`src/design/bhbs_consts.svh`:
```
// Offsets, field positions, reset values and fixed codes of the bridge header.
`ifndef BHBS_CONSTS_SVH
`define BHBS_CONSTS_SVH

// ----------------------------------------------------------------------
// Register offsets (byte addresses)
// ----------------------------------------------------------------------
`define BHBS_OFF_HDR       8'h0c
`define BHBS_OFF_BUS       8'h18
`define BHBS_OFF_IOST      8'h1c
`define BHBS_OFF_IRQ_STAT  8'h40
`define BHBS_OFF_IRQ_MASK  8'h44

// ----------------------------------------------------------------------
// Fixed values and reset values
// ----------------------------------------------------------------------
`define BHBS_HDR_TYPE      8'h01
`define BHBS_LAT_TIMER     8'h00
`define BHBS_IO_32BIT      4'h1
`define BHBS_BUS_RST       8'h00
`define BHBS_IO_RST        4'h0
`define BHBS_IO_BASE_LOW   12'h000
`define BHBS_IO_LIM_LOW    12'hfff
`define BHBS_EVT_RST       6'h00
`define BHBS_EVT_W1C       6'h31

// ----------------------------------------------------------------------
// Field positions
// ----------------------------------------------------------------------
`define BHBS_F_HDR_LO      16
`define BHBS_F_PRI_LO      0
`define BHBS_F_SEC_LO      8
`define BHBS_F_SUB_LO      16
`define BHBS_F_LAT_LO      24
`define BHBS_F_IOB_IND     0
`define BHBS_F_IOB_LO      4
`define BHBS_F_IOL_IND     8
`define BHBS_F_IOL_LO      12
`define BHBS_B_PAR         24
`define BHBS_B_CA_SENT     27
`define BHBS_B_CA_RCVD     28
`define BHBS_B_UR_RCVD     29
`define BHBS_B_SERR        30
`define BHBS_B_POISON      31

`endif

```
`src/design/bhbs_pkg.sv`:
```
// Types shared by the bridge header register bank.
package bhbs_pkg;

   typedef logic [7:0] bhbs_byte_type;
   typedef logic [3:0] bhbs_nib_type;
   typedef logic [5:0] bhbs_evt_vec_type;

   // Index of each sticky error event inside the event vectors.
   typedef enum logic [2:0]
   {
      BHBS_EV_PAR,
      BHBS_EV_CA_SENT,
      BHBS_EV_CA_RCVD,
      BHBS_EV_UR_RCVD,
      BHBS_EV_SERR,
      BHBS_EV_POISON
   } bhbs_evt_type;

endpackage

```
`src/design/bhbs_regs.sv`:
```
// Bridge header bus numbers, I/O window and secondary status over APB.
//
// What this block does
// - Header type byte reads constant 01h.
// - Upstream bus number byte, writable, resets zero.
// - Downstream bus number byte, writable, resets zero.
// - Highest bus below byte, writable, resets zero.
// - Downstream latency timer byte always reads zero.
// - I/O base and limit nibbles read 1h.
// - I/O base bits 15:12 writable, low zeros.
// - I/O limit bits 15:12 writable, low ones.
// - Forward I/O inside base..limit window.
// - Capability and timing status bits read zero.
// - Parity flag set only with response enable.
// - Completer abort sent sets bit 27.
// - Completer abort received sets bit 28.
// - Unsupported request received sets bit 29.
// - Error message with error enable sets 30.
// - Poisoned packet received sets bit 31.
//
// Decided for this implementation: the APB register port.
`include "bhbs_consts.svh"
`timescale 1ns/1ps
`default_nettype none

module bhbs_regs
(
   input  wire logic        MCLK,
   input  wire logic        RST,
   input  wire logic        CE,
   input  wire logic        PSEL,
   input  wire logic        PENABLE,
   input  wire logic        PWRITE,
   input  wire logic [7:0]  PADDR,
   input  wire logic [31:0] PWDATA,
   output var  logic [31:0] PRDATA,
   output var  logic        PREADY,
   output var  logic        PSLVERR,
   input  wire logic        EV_PARITY,
   input  wire logic        EV_CA_SENT,
   input  wire logic        EV_CA_RCVD,
   input  wire logic        EV_UR_RCVD,
   input  wire logic        EV_ERR_MSG,
   input  wire logic        EV_POISONED,
   input  wire logic        PARITY_RESP_EN,
   input  wire logic        SERR_EN,
   input  wire logic        IO_REQ,
   input  wire logic [31:0] IO_ADDR,
   input  wire logic [15:0] IO_BASE_UPPER,
   input  wire logic [15:0] IO_LIMIT_UPPER,
   output var  logic        IO_FWD,
   output var  logic [7:0]  UP_BUS,
   output var  logic [7:0]  DOWN_BUS,
   output var  logic [7:0]  SUB_BUS,
   output var  logic        IRQ
);

   // -------------------------------------------------------------------
   // Helpers
   // -------------------------------------------------------------------
   function automatic logic word_hit(input logic [7:0] a,
                                     input logic [7:0] off);
      word_hit = (a[7:2] == off[7:2]);
   endfunction

   function automatic int ev_pos(input int i);
      case (i)
         0:       ev_pos = `BHBS_B_PAR;
         1:       ev_pos = `BHBS_B_CA_SENT;
         2:       ev_pos = `BHBS_B_CA_RCVD;
         3:       ev_pos = `BHBS_B_UR_RCVD;
         4:       ev_pos = `BHBS_B_SERR;
         default: ev_pos = `BHBS_B_POISON;
      endcase
   endfunction

   // -------------------------------------------------------------------
   // State
   // -------------------------------------------------------------------
   bhbs_pkg::bhbs_byte_type    up_bus_q;
   bhbs_pkg::bhbs_byte_type    down_bus_q;
   bhbs_pkg::bhbs_byte_type    sub_bus_q;
   bhbs_pkg::bhbs_nib_type     io_base_q;
   bhbs_pkg::bhbs_nib_type     io_lim_q;
   bhbs_pkg::bhbs_evt_vec_type sec_stat_q;
   bhbs_pkg::bhbs_evt_vec_type irq_stat_q;
   bhbs_pkg::bhbs_evt_vec_type irq_mask_q;
   bhbs_pkg::bhbs_evt_vec_type ev;
   bhbs_pkg::bhbs_evt_vec_type w1c;
   logic        access;
   logic        wr_done;
   logic        rd_done;
   logic        mapped;
   logic [31:0] rdata_d;
   logic [31:0] io_lo;
   logic [31:0] io_hi;

   // -------------------------------------------------------------------
   // Event qualification
   // -------------------------------------------------------------------
   always_comb
   begin
      ev = `BHBS_EVT_RST;
      ev[bhbs_pkg::BHBS_EV_PAR]     = EV_PARITY & PARITY_RESP_EN;
      ev[bhbs_pkg::BHBS_EV_CA_SENT] = EV_CA_SENT;
      ev[bhbs_pkg::BHBS_EV_CA_RCVD] = EV_CA_RCVD;
      ev[bhbs_pkg::BHBS_EV_UR_RCVD] = EV_UR_RCVD;
      ev[bhbs_pkg::BHBS_EV_SERR]    = EV_ERR_MSG & SERR_EN;
      ev[bhbs_pkg::BHBS_EV_POISON]  = EV_POISONED;
   end

   // -------------------------------------------------------------------
   // APB slave: one wait state, write and read-clear act on the last edge
   // -------------------------------------------------------------------
   assign access  = PSEL & PENABLE & PREADY;
   assign wr_done = access & PWRITE;
   assign rd_done = access & ~PWRITE;

   always_comb
   begin
      w1c = `BHBS_EVT_RST;
      for (int i = 0; i < 6; i++)
         w1c[i] = PWDATA[ev_pos(i)];
      w1c = w1c & `BHBS_EVT_W1C;
   end

   always_comb
   begin
      rdata_d = 32'h0000_0000;
      mapped  = 1'b1;
      if (word_hit(PADDR, `BHBS_OFF_HDR))
         rdata_d[`BHBS_F_HDR_LO +: 8] = `BHBS_HDR_TYPE;
      else if (word_hit(PADDR, `BHBS_OFF_BUS))
      begin
         rdata_d[`BHBS_F_PRI_LO +: 8] = up_bus_q;
         rdata_d[`BHBS_F_SEC_LO +: 8] = down_bus_q;
         rdata_d[`BHBS_F_SUB_LO +: 8] = sub_bus_q;
         rdata_d[`BHBS_F_LAT_LO +: 8] = `BHBS_LAT_TIMER;
      end
      else if (word_hit(PADDR, `BHBS_OFF_IOST))
      begin
         rdata_d[`BHBS_F_IOB_IND +: 4] = `BHBS_IO_32BIT;
         rdata_d[`BHBS_F_IOL_IND +: 4] = `BHBS_IO_32BIT;
         rdata_d[`BHBS_F_IOB_LO +: 4]  = io_base_q;
         rdata_d[`BHBS_F_IOL_LO +: 4]  = io_lim_q;
         // Bits 16 to 23, 25 and 26 stay zero.
         for (int i = 0; i < 6; i++)
            rdata_d[ev_pos(i)] = sec_stat_q[i];
      end
      else if (word_hit(PADDR, `BHBS_OFF_IRQ_STAT))
      begin
         for (int i = 0; i < 6; i++)
            rdata_d[ev_pos(i)] = irq_stat_q[i];
      end
      else if (word_hit(PADDR, `BHBS_OFF_IRQ_MASK))
      begin
         for (int i = 0; i < 6; i++)
            rdata_d[ev_pos(i)] = irq_mask_q[i];
      end
      else
         mapped = 1'b0;
   end

   always_ff @(posedge MCLK or posedge RST)
   begin
      if (RST)
      begin
         PREADY  <= 1'b0;
         PRDATA  <= 32'h0000_0000;
         PSLVERR <= 1'b0;
      end
      else if (CE)
      begin
         PREADY  <= PSEL & PENABLE & ~PREADY;
         PRDATA  <= (PSEL & ~PWRITE) ? rdata_d : 32'h0000_0000;
         PSLVERR <= PSEL & PENABLE & ~PREADY & ~mapped;
      end
   end

   // -------------------------------------------------------------------
   // Bus numbers and I/O window
   // -------------------------------------------------------------------
   always_ff @(posedge MCLK or posedge RST)
   begin
      if (RST)
      begin
         up_bus_q   <= `BHBS_BUS_RST;
         down_bus_q <= `BHBS_BUS_RST;
         sub_bus_q  <= `BHBS_BUS_RST;
      end
      else if (CE && wr_done && word_hit(PADDR, `BHBS_OFF_BUS))
      begin
         up_bus_q   <= PWDATA[`BHBS_F_PRI_LO +: 8];
         down_bus_q <= PWDATA[`BHBS_F_SEC_LO +: 8];
         sub_bus_q  <= PWDATA[`BHBS_F_SUB_LO +: 8];
      end
   end

   always_ff @(posedge MCLK or posedge RST)
   begin
      if (RST)
      begin
         io_base_q <= `BHBS_IO_RST;
         io_lim_q  <= `BHBS_IO_RST;
      end
      else if (CE && wr_done && word_hit(PADDR, `BHBS_OFF_IOST))
      begin
         io_base_q <= PWDATA[`BHBS_F_IOB_LO +: 4];
         io_lim_q  <= PWDATA[`BHBS_F_IOL_LO +: 4];
      end
   end

   // The upper halves live outside this block and are taken as inputs.
   assign io_lo = {IO_BASE_UPPER, io_base_q, `BHBS_IO_BASE_LOW};
   assign io_hi = {IO_LIMIT_UPPER, io_lim_q, `BHBS_IO_LIM_LOW};

   always_ff @(posedge MCLK or posedge RST)
   begin
      if (RST)
         IO_FWD <= 1'b0;
      else if (CE)
         IO_FWD <= IO_REQ & (IO_ADDR >= io_lo) & (IO_ADDR <= io_hi);
   end

   always_ff @(posedge MCLK or posedge RST)
   begin
      if (RST)
      begin
         UP_BUS   <= `BHBS_BUS_RST;
         DOWN_BUS <= `BHBS_BUS_RST;
         SUB_BUS  <= `BHBS_BUS_RST;
      end
      else if (CE)
      begin
         UP_BUS   <= up_bus_q;
         DOWN_BUS <= down_bus_q;
         SUB_BUS  <= sub_bus_q;
      end
   end

   // -------------------------------------------------------------------
   // Secondary status flags and interrupt
   // -------------------------------------------------------------------
   // A new event wins over a clear in the same cycle.
   always_ff @(posedge MCLK or posedge RST)
   begin
      if (RST)
         sec_stat_q <= `BHBS_EVT_RST;
      else if (CE)
      begin
         if (wr_done && word_hit(PADDR, `BHBS_OFF_IOST))
            sec_stat_q <= (sec_stat_q & ~w1c) | ev;
         else
            sec_stat_q <= sec_stat_q | ev;
      end
   end

   always_ff @(posedge MCLK or posedge RST)
   begin
      if (RST)
         irq_stat_q <= `BHBS_EVT_RST;
      else if (CE)
      begin
         if (rd_done && word_hit(PADDR, `BHBS_OFF_IRQ_STAT))
            irq_stat_q <= ev;
         else
            irq_stat_q <= irq_stat_q | ev;
      end
   end

   always_ff @(posedge MCLK or posedge RST)
   begin
      if (RST)
         irq_mask_q <= `BHBS_EVT_RST;
      else if (CE && wr_done && word_hit(PADDR, `BHBS_OFF_IRQ_MASK))
         for (int i = 0; i < 6; i++)
            irq_mask_q[i] <= PWDATA[ev_pos(i)];
   end

   always_ff @(posedge MCLK or posedge RST)
   begin
      if (RST)
         IRQ <= 1'b0;
      else if (CE)
         IRQ <= |(irq_stat_q & irq_mask_q);
   end
endmodule

`default_nettype wire

```
`config.mk`:
```
export PLATFORM = sky130hd
export DESIGN_NAME = bhbs_regs
export DESIGN_NICKNAME = d
export VERILOG_FILES = /design/src/design/bhbs_pkg.sv /design/src/design/bhbs_regs.sv
export VERILOG_INCLUDE_DIRS = /design/src /design/src/design
export SDC_FILE = /design/constraint.sdc
export NUM_CORES = 1
export LEC_CHECK = 0
export BUFFER_PORTS_ARGS = -buffer_cell sky130_fd_sc_hd__buf_2
export CELL_PAD_IN_SITES_DETAIL_PLACEMENT = 1
export CELL_PAD_IN_SITES_GLOBAL_PLACEMENT = 1
export CORE_ASPECT_RATIO = 1.1
export CORE_MARGIN = 2
export CORE_UTILIZATION = 35
export CTS_CLUSTER_DIAMETER = 50
export DETAILED_ROUTE_END_ITERATION = 12
export PLACE_DENSITY_LB_ADDON = 0.15
export SYNTH_ARGS = -nofsm -noshare
export SYNTH_HDL_FRONTEND = slang
export SYNTH_SLANG_ARGS = --single-unit
```
`constraint.sdc`:
```
create_clock -name MCLK -period 7.3 [get_ports MCLK]
set_input_delay 0.365 -clock MCLK [delete_from_list [all_inputs] [get_ports MCLK]]
set_output_delay 0.365 -clock MCLK [all_outputs]
set_load 0.01 [all_outputs]
```
### Word-level counts from Yosys, hierarchy flattened

Cells that the tools add are included.

| word-level totals | value |
|---|---|
| register bits after elaboration | 110 |

| cells by class | value |
|---|---|
| reductions and logical operators | 25 |
| equal/unequal tests | 5 |
| mux-type cells | 163 |
| bitwise operators | 22 |
| magnitude comparators | 44 |

Operators by type and width:

| cell | count |
|---|---|
| $mux 32 | 83 |
| $lt 32x7->1 const B | 24 |
| $ge 32x1->1 const B | 18 |
| $bwmux 32 | 16 |
| $demux 1 s5 | 18 |
| $and 32x32->32 | 2 |
| $mux 1 | 35 |
| $ge 32x32->1 | 1 |
| $le 32x32->1 | 1 |
| $bmux 1 s5 | 6 |
| $logic_and 1x1->1 | 24 |
| $or 6x6->6 | 3 |
| $mux 16 | 1 |
| $mux 8 | 2 |
| $and 6x6->6 | 2 |
| $eq 6x3->1 const B | 2 |
| $eq 6x5->1 const B | 2 |
| $mux 6 | 2 |
| $and 1x1->1 | 11 |
| $eq 6x2->1 const B | 1 |
| $not 6->6 | 1 |
| $reduce_or 6->1 | 1 |
| $not 1->1 | 3 |

### Longest topological paths before layout

| logic depth | value |
|---|---|
| depth after elaboration | 22 |
| gate-level depth with buffers | 9 |
| depth with buffers taken out | 9 |

### Least setup slack after synthesis

Ideal clock, no wire load.

| timing path | value |
|---|---|
| path kind | input to register |
| start point | input IO_BASE_UPPER[6] |
| end point | register IO_FWD |
| required time | 7.167 ns |
| buffers on the path | 0 |
| library setup time | 0.133 ns |
| data arrival time | 1.705 ns |
| setup slack | 5.463 ns |
| stages | 9 |
| cell sequence | inv_1 ha_1 a21oi_1 nand2_1 a2111o_1 a211oi_1 o41ai_1 nand3_1 o22ai_1 |

| on the way | value |
|---|---|
| longest elaborated chain between the ends | 3 |

RTL lines:

| what | RTL line | RTL |
|---|---|---|
| start, declared | bhbs_regs.sv:49 | `input wire logic [15:0] IO_BASE_UPPER,` |
| $ge 32x32->1 | bhbs_regs.sv:222 | `IO_FWD <= IO_REQ & (IO_ADDR >= io_lo) & (IO_ADDR <= io_hi);` |
| $and 1x1->1 (2 in a row) | bhbs_regs.sv:222 |  |
| end signal, assigned | bhbs_regs.sv:222 |  |
| end, declared | bhbs_regs.sv:51 | `output var logic IO_FWD,` |

Every way passes these cells.
A chain may end at the register's enable or synchronous reset.

### Worst setup path after layout

| timing path | value |
|---|---|
| start point | input CE |
| end point | register io_base_q[0] |

| on the way | value |
|---|---|
| longest elaborated chain between the ends | 2 |

RTL lines:

| what | RTL line | RTL |
|---|---|---|
| start, declared | bhbs_regs.sv:30 | `input wire logic CE,` |
| $logic_and 1x1->1 (2 in a row) | bhbs_regs.sv:206 | `` else if (CE && wr_done && word_hit(PADDR, `BHBS_OFF_IOST)) `` |
| end signal, assigned | bhbs_regs.sv:203 | `` io_base_q <= `BHBS_IO_RST; `` |
| end signal, assigned | bhbs_regs.sv:208 | `` io_base_q <= PWDATA[`BHBS_F_IOB_LO +: 4]; `` |
| end, declared | bhbs_regs.sv:83 | `bhbs_pkg::bhbs_nib_type io_base_q;` |

Every way passes these cells.

==> results.txt <==
setup slack, reg-to-reg: 5360 ps
element type at the critical path end: flip-flop
CTS tree: built
EDFF count, synth: 0
Pleak: 3.64 nW
critical path startpoint: CE
Cell Area, Synth: 0.00544 sq mm
Slew HR: 0.338
max_cap viols: 0
CP peak stage delay: 760 ps
drt total wl: 15300 um
Final period util: 0.356
CTS root buf: clkbuf_16
Site Rows: 47
die width: 123 um
crit start category: input pin
fraction of layout cells with a size suffix above 1: 0.383
largest net degree at the start of global routing: 78
Hold Fails Final Rpt: 0
# clock sinks: 108
Ant. Diodes: 0
Final setup viols: 0
Die ar.: 0.0166 sq mm
worst skew pair latency: 360 ps
Slew @ Worst Pin: 994 ps
Worst R2R End: io_base_q[0]
RePlAce Congestion: 0.826
average wire per standard cell: 17.7 um
post-layout minimum cycle time: 2600 ps
kind of critical path: in2reg
global-route wire length before repair: 24200 um
post-synthesis sequential area ratio: 0.497
vias in the first global route: 4798
routed vias: 4412
Via density: 5.11
top_reg_cell synth: dfrtp_1
power per cell area: 184 mW/mm^2
Fin Setup TNS: 0 ps
Layout area overhead: 25.1%
final setup skew: 9.45 ps
fin nets: 822
post_cts resized: 0
outcome: finished clean
VDD IR max: 99.4 uV
Commonest cells post-synth: 108 x dfrtp_1, 64 x inv_1, 53 x mux2_2
Detail Placement HPWL: 11600 um
Syn Area/Cell: 11.0 sq um
Initial Utilization: 0.360
Synth area leaders: dfrtp_1 50%, mux2_2 11%, ha_1 9.2%
setup ws final: 4700 ps
DRT antenna net count: 0
CTS Buf Count: 9
I/O pins: 179
HP Class: in2async
Max clock buf depth: 2
synthesis warning total: 0
port bufs: 172
critical path arrival: 2840 ps
Die Y: 135 um
worst-path maximum fanout: 75
Iter 0 DRT Violations: 175
largest area contributor in the netlist: dfrtp_1
unrepaired setup endpoints after global routing: false
CP max-delay cell: nor2_2
antenna violations before repair: 0
worst path cell trace: buf_2 -> buf_4 -> and3_1 -> nand4_1 -> nor2_2 -> mux2_2
Pwr Total: 1.25 mW
GRT overflow: 0
Yosys top cell area share: 0.497
Place WS: 4310 ps
cts hold-fix bufs: 0
DR pass1 iterations: 4
postcts setup bufs: 0
reg-to-reg startpoint: PREADY
Syn Inst Count: 493
last element of the critical path: io_base_q[0]
Total GRT Usage: 0.188
Slew Viols, Final: 0
drt drc: 0
WHS: 5.43 ps
FF-to-FF path depth: 3
htree depth: 3
CORE AREA: 0.0151 sq mm
Peak Freq: 384 MHz
synthesized flop and latch total: 108
clk slew on worst S/H paths: 70 ps
async set or reset register ratio after synthesis: 1.00
Cell variety after synth: 50
most common cell in the synthesized netlist: dfrtp_1
Req. time, crit path: 7540 ps
-- cell type report --
| type | instances | area [sq um] |
|---|---|---|
| Clock inverter | 7 | 92.6 |
| Inverter | 65 | 246 |
| Timing Repair Buffer | 176 | 891 |
| Sequential cell | 108 | 2700 |
| Multi-Input combinational cell | 303 | 2400 |
| Clock buffer | 9 | 225 |
| Tap cell | 196 | 245 |
| Fill cell | 1722 | 8310 |
-- layout by cell type, fill, tap and decap left out, types with 11 or more instances in the layout --
master,instances
a21oi_1,19
a22o_1,11
buf_2,172
dfrtp_1,108
ha_1,40
inv_1,63
mux2_2,53
nand2_1,33
nor2_1,13
o21ai_0,26
o22ai_1,11
-- registers in the layout (all words and copies together), names as in the netlist, 4 cells and up --
signal	cells
DOWN_BUS	8
PRDATA	30
SUB_BUS	8
UP_BUS	8
down_bus_q	8
io_base_q	4
io_lim_q	4
irq_mask_q	6
irq_stat_q	6
sec_stat_q	6
sub_bus_q	8
up_bus_q	8
-- kinds of logic (layout without fill, tap and decap cells) --
logic type,count (synthesis),in the layout,share of synthesized area
flip-flops,108,108,0.497
AO/OA/AOI/OAI,103,103,0.128
AND/OR/NAND/NOR,102,102,0.104
buffers and inverters,83,257,0.0630
multiplexers,56,56,0.116
adder cells (fa/ha/maj),40,40,0.0920
other,1,2,0.000690
-- layer usage --
layer  vias to the layer above  track usage  routed length, um
met3                        18       0.0380                867
met4                         0       0.0754                320
li1                       2086            -                  -
met2                       114        0.342               7930
met5                         -            0                  0
met1                      2194        0.213               6210
-- metrics by stage --
stage	instances	util	area, sq um
after floorplan	494	-	5440
after global placement	848	0.429	6490
final	864	0.450	6800
after CTS	864	0.450	6800
after detailed placement	848	0.429	6490
after global routing	864	0.450	6800
-- worst min path at each step --
stage / end / slack, ps / startpoint
5_1_grt: PRDATA[18] / 30 / RST
4_1_cts: SUB_BUS[4] / 5 / RST
3_3_place_gp: SUB_BUS[4] / 380 / RST
3_5_place_dp: SUB_BUS[4] / 390 / RST
2_1_floorplan: sec_stat_q[1] / 430 / sec_stat_q[1]
6_report: PRDATA[20] / 5 / RST
-- worst max-delay path, delay by kind of cell --
family / cells / cell delay, ps
buf+inv: 2 / 740
simple gates: 3 / 1300
mux: 1 / 410
-- where the power goes --
group          total [mW]  leakage, nW  internal [mW]  switching [mW]
clock               0.520        0.157          0.277           0.243
sequential          0.606         1.41          0.603         0.00362
combinational       0.127         2.08         0.0538          0.0734
total                1.25         3.64          0.934           0.320
Power figures use the tool's default switching activity.
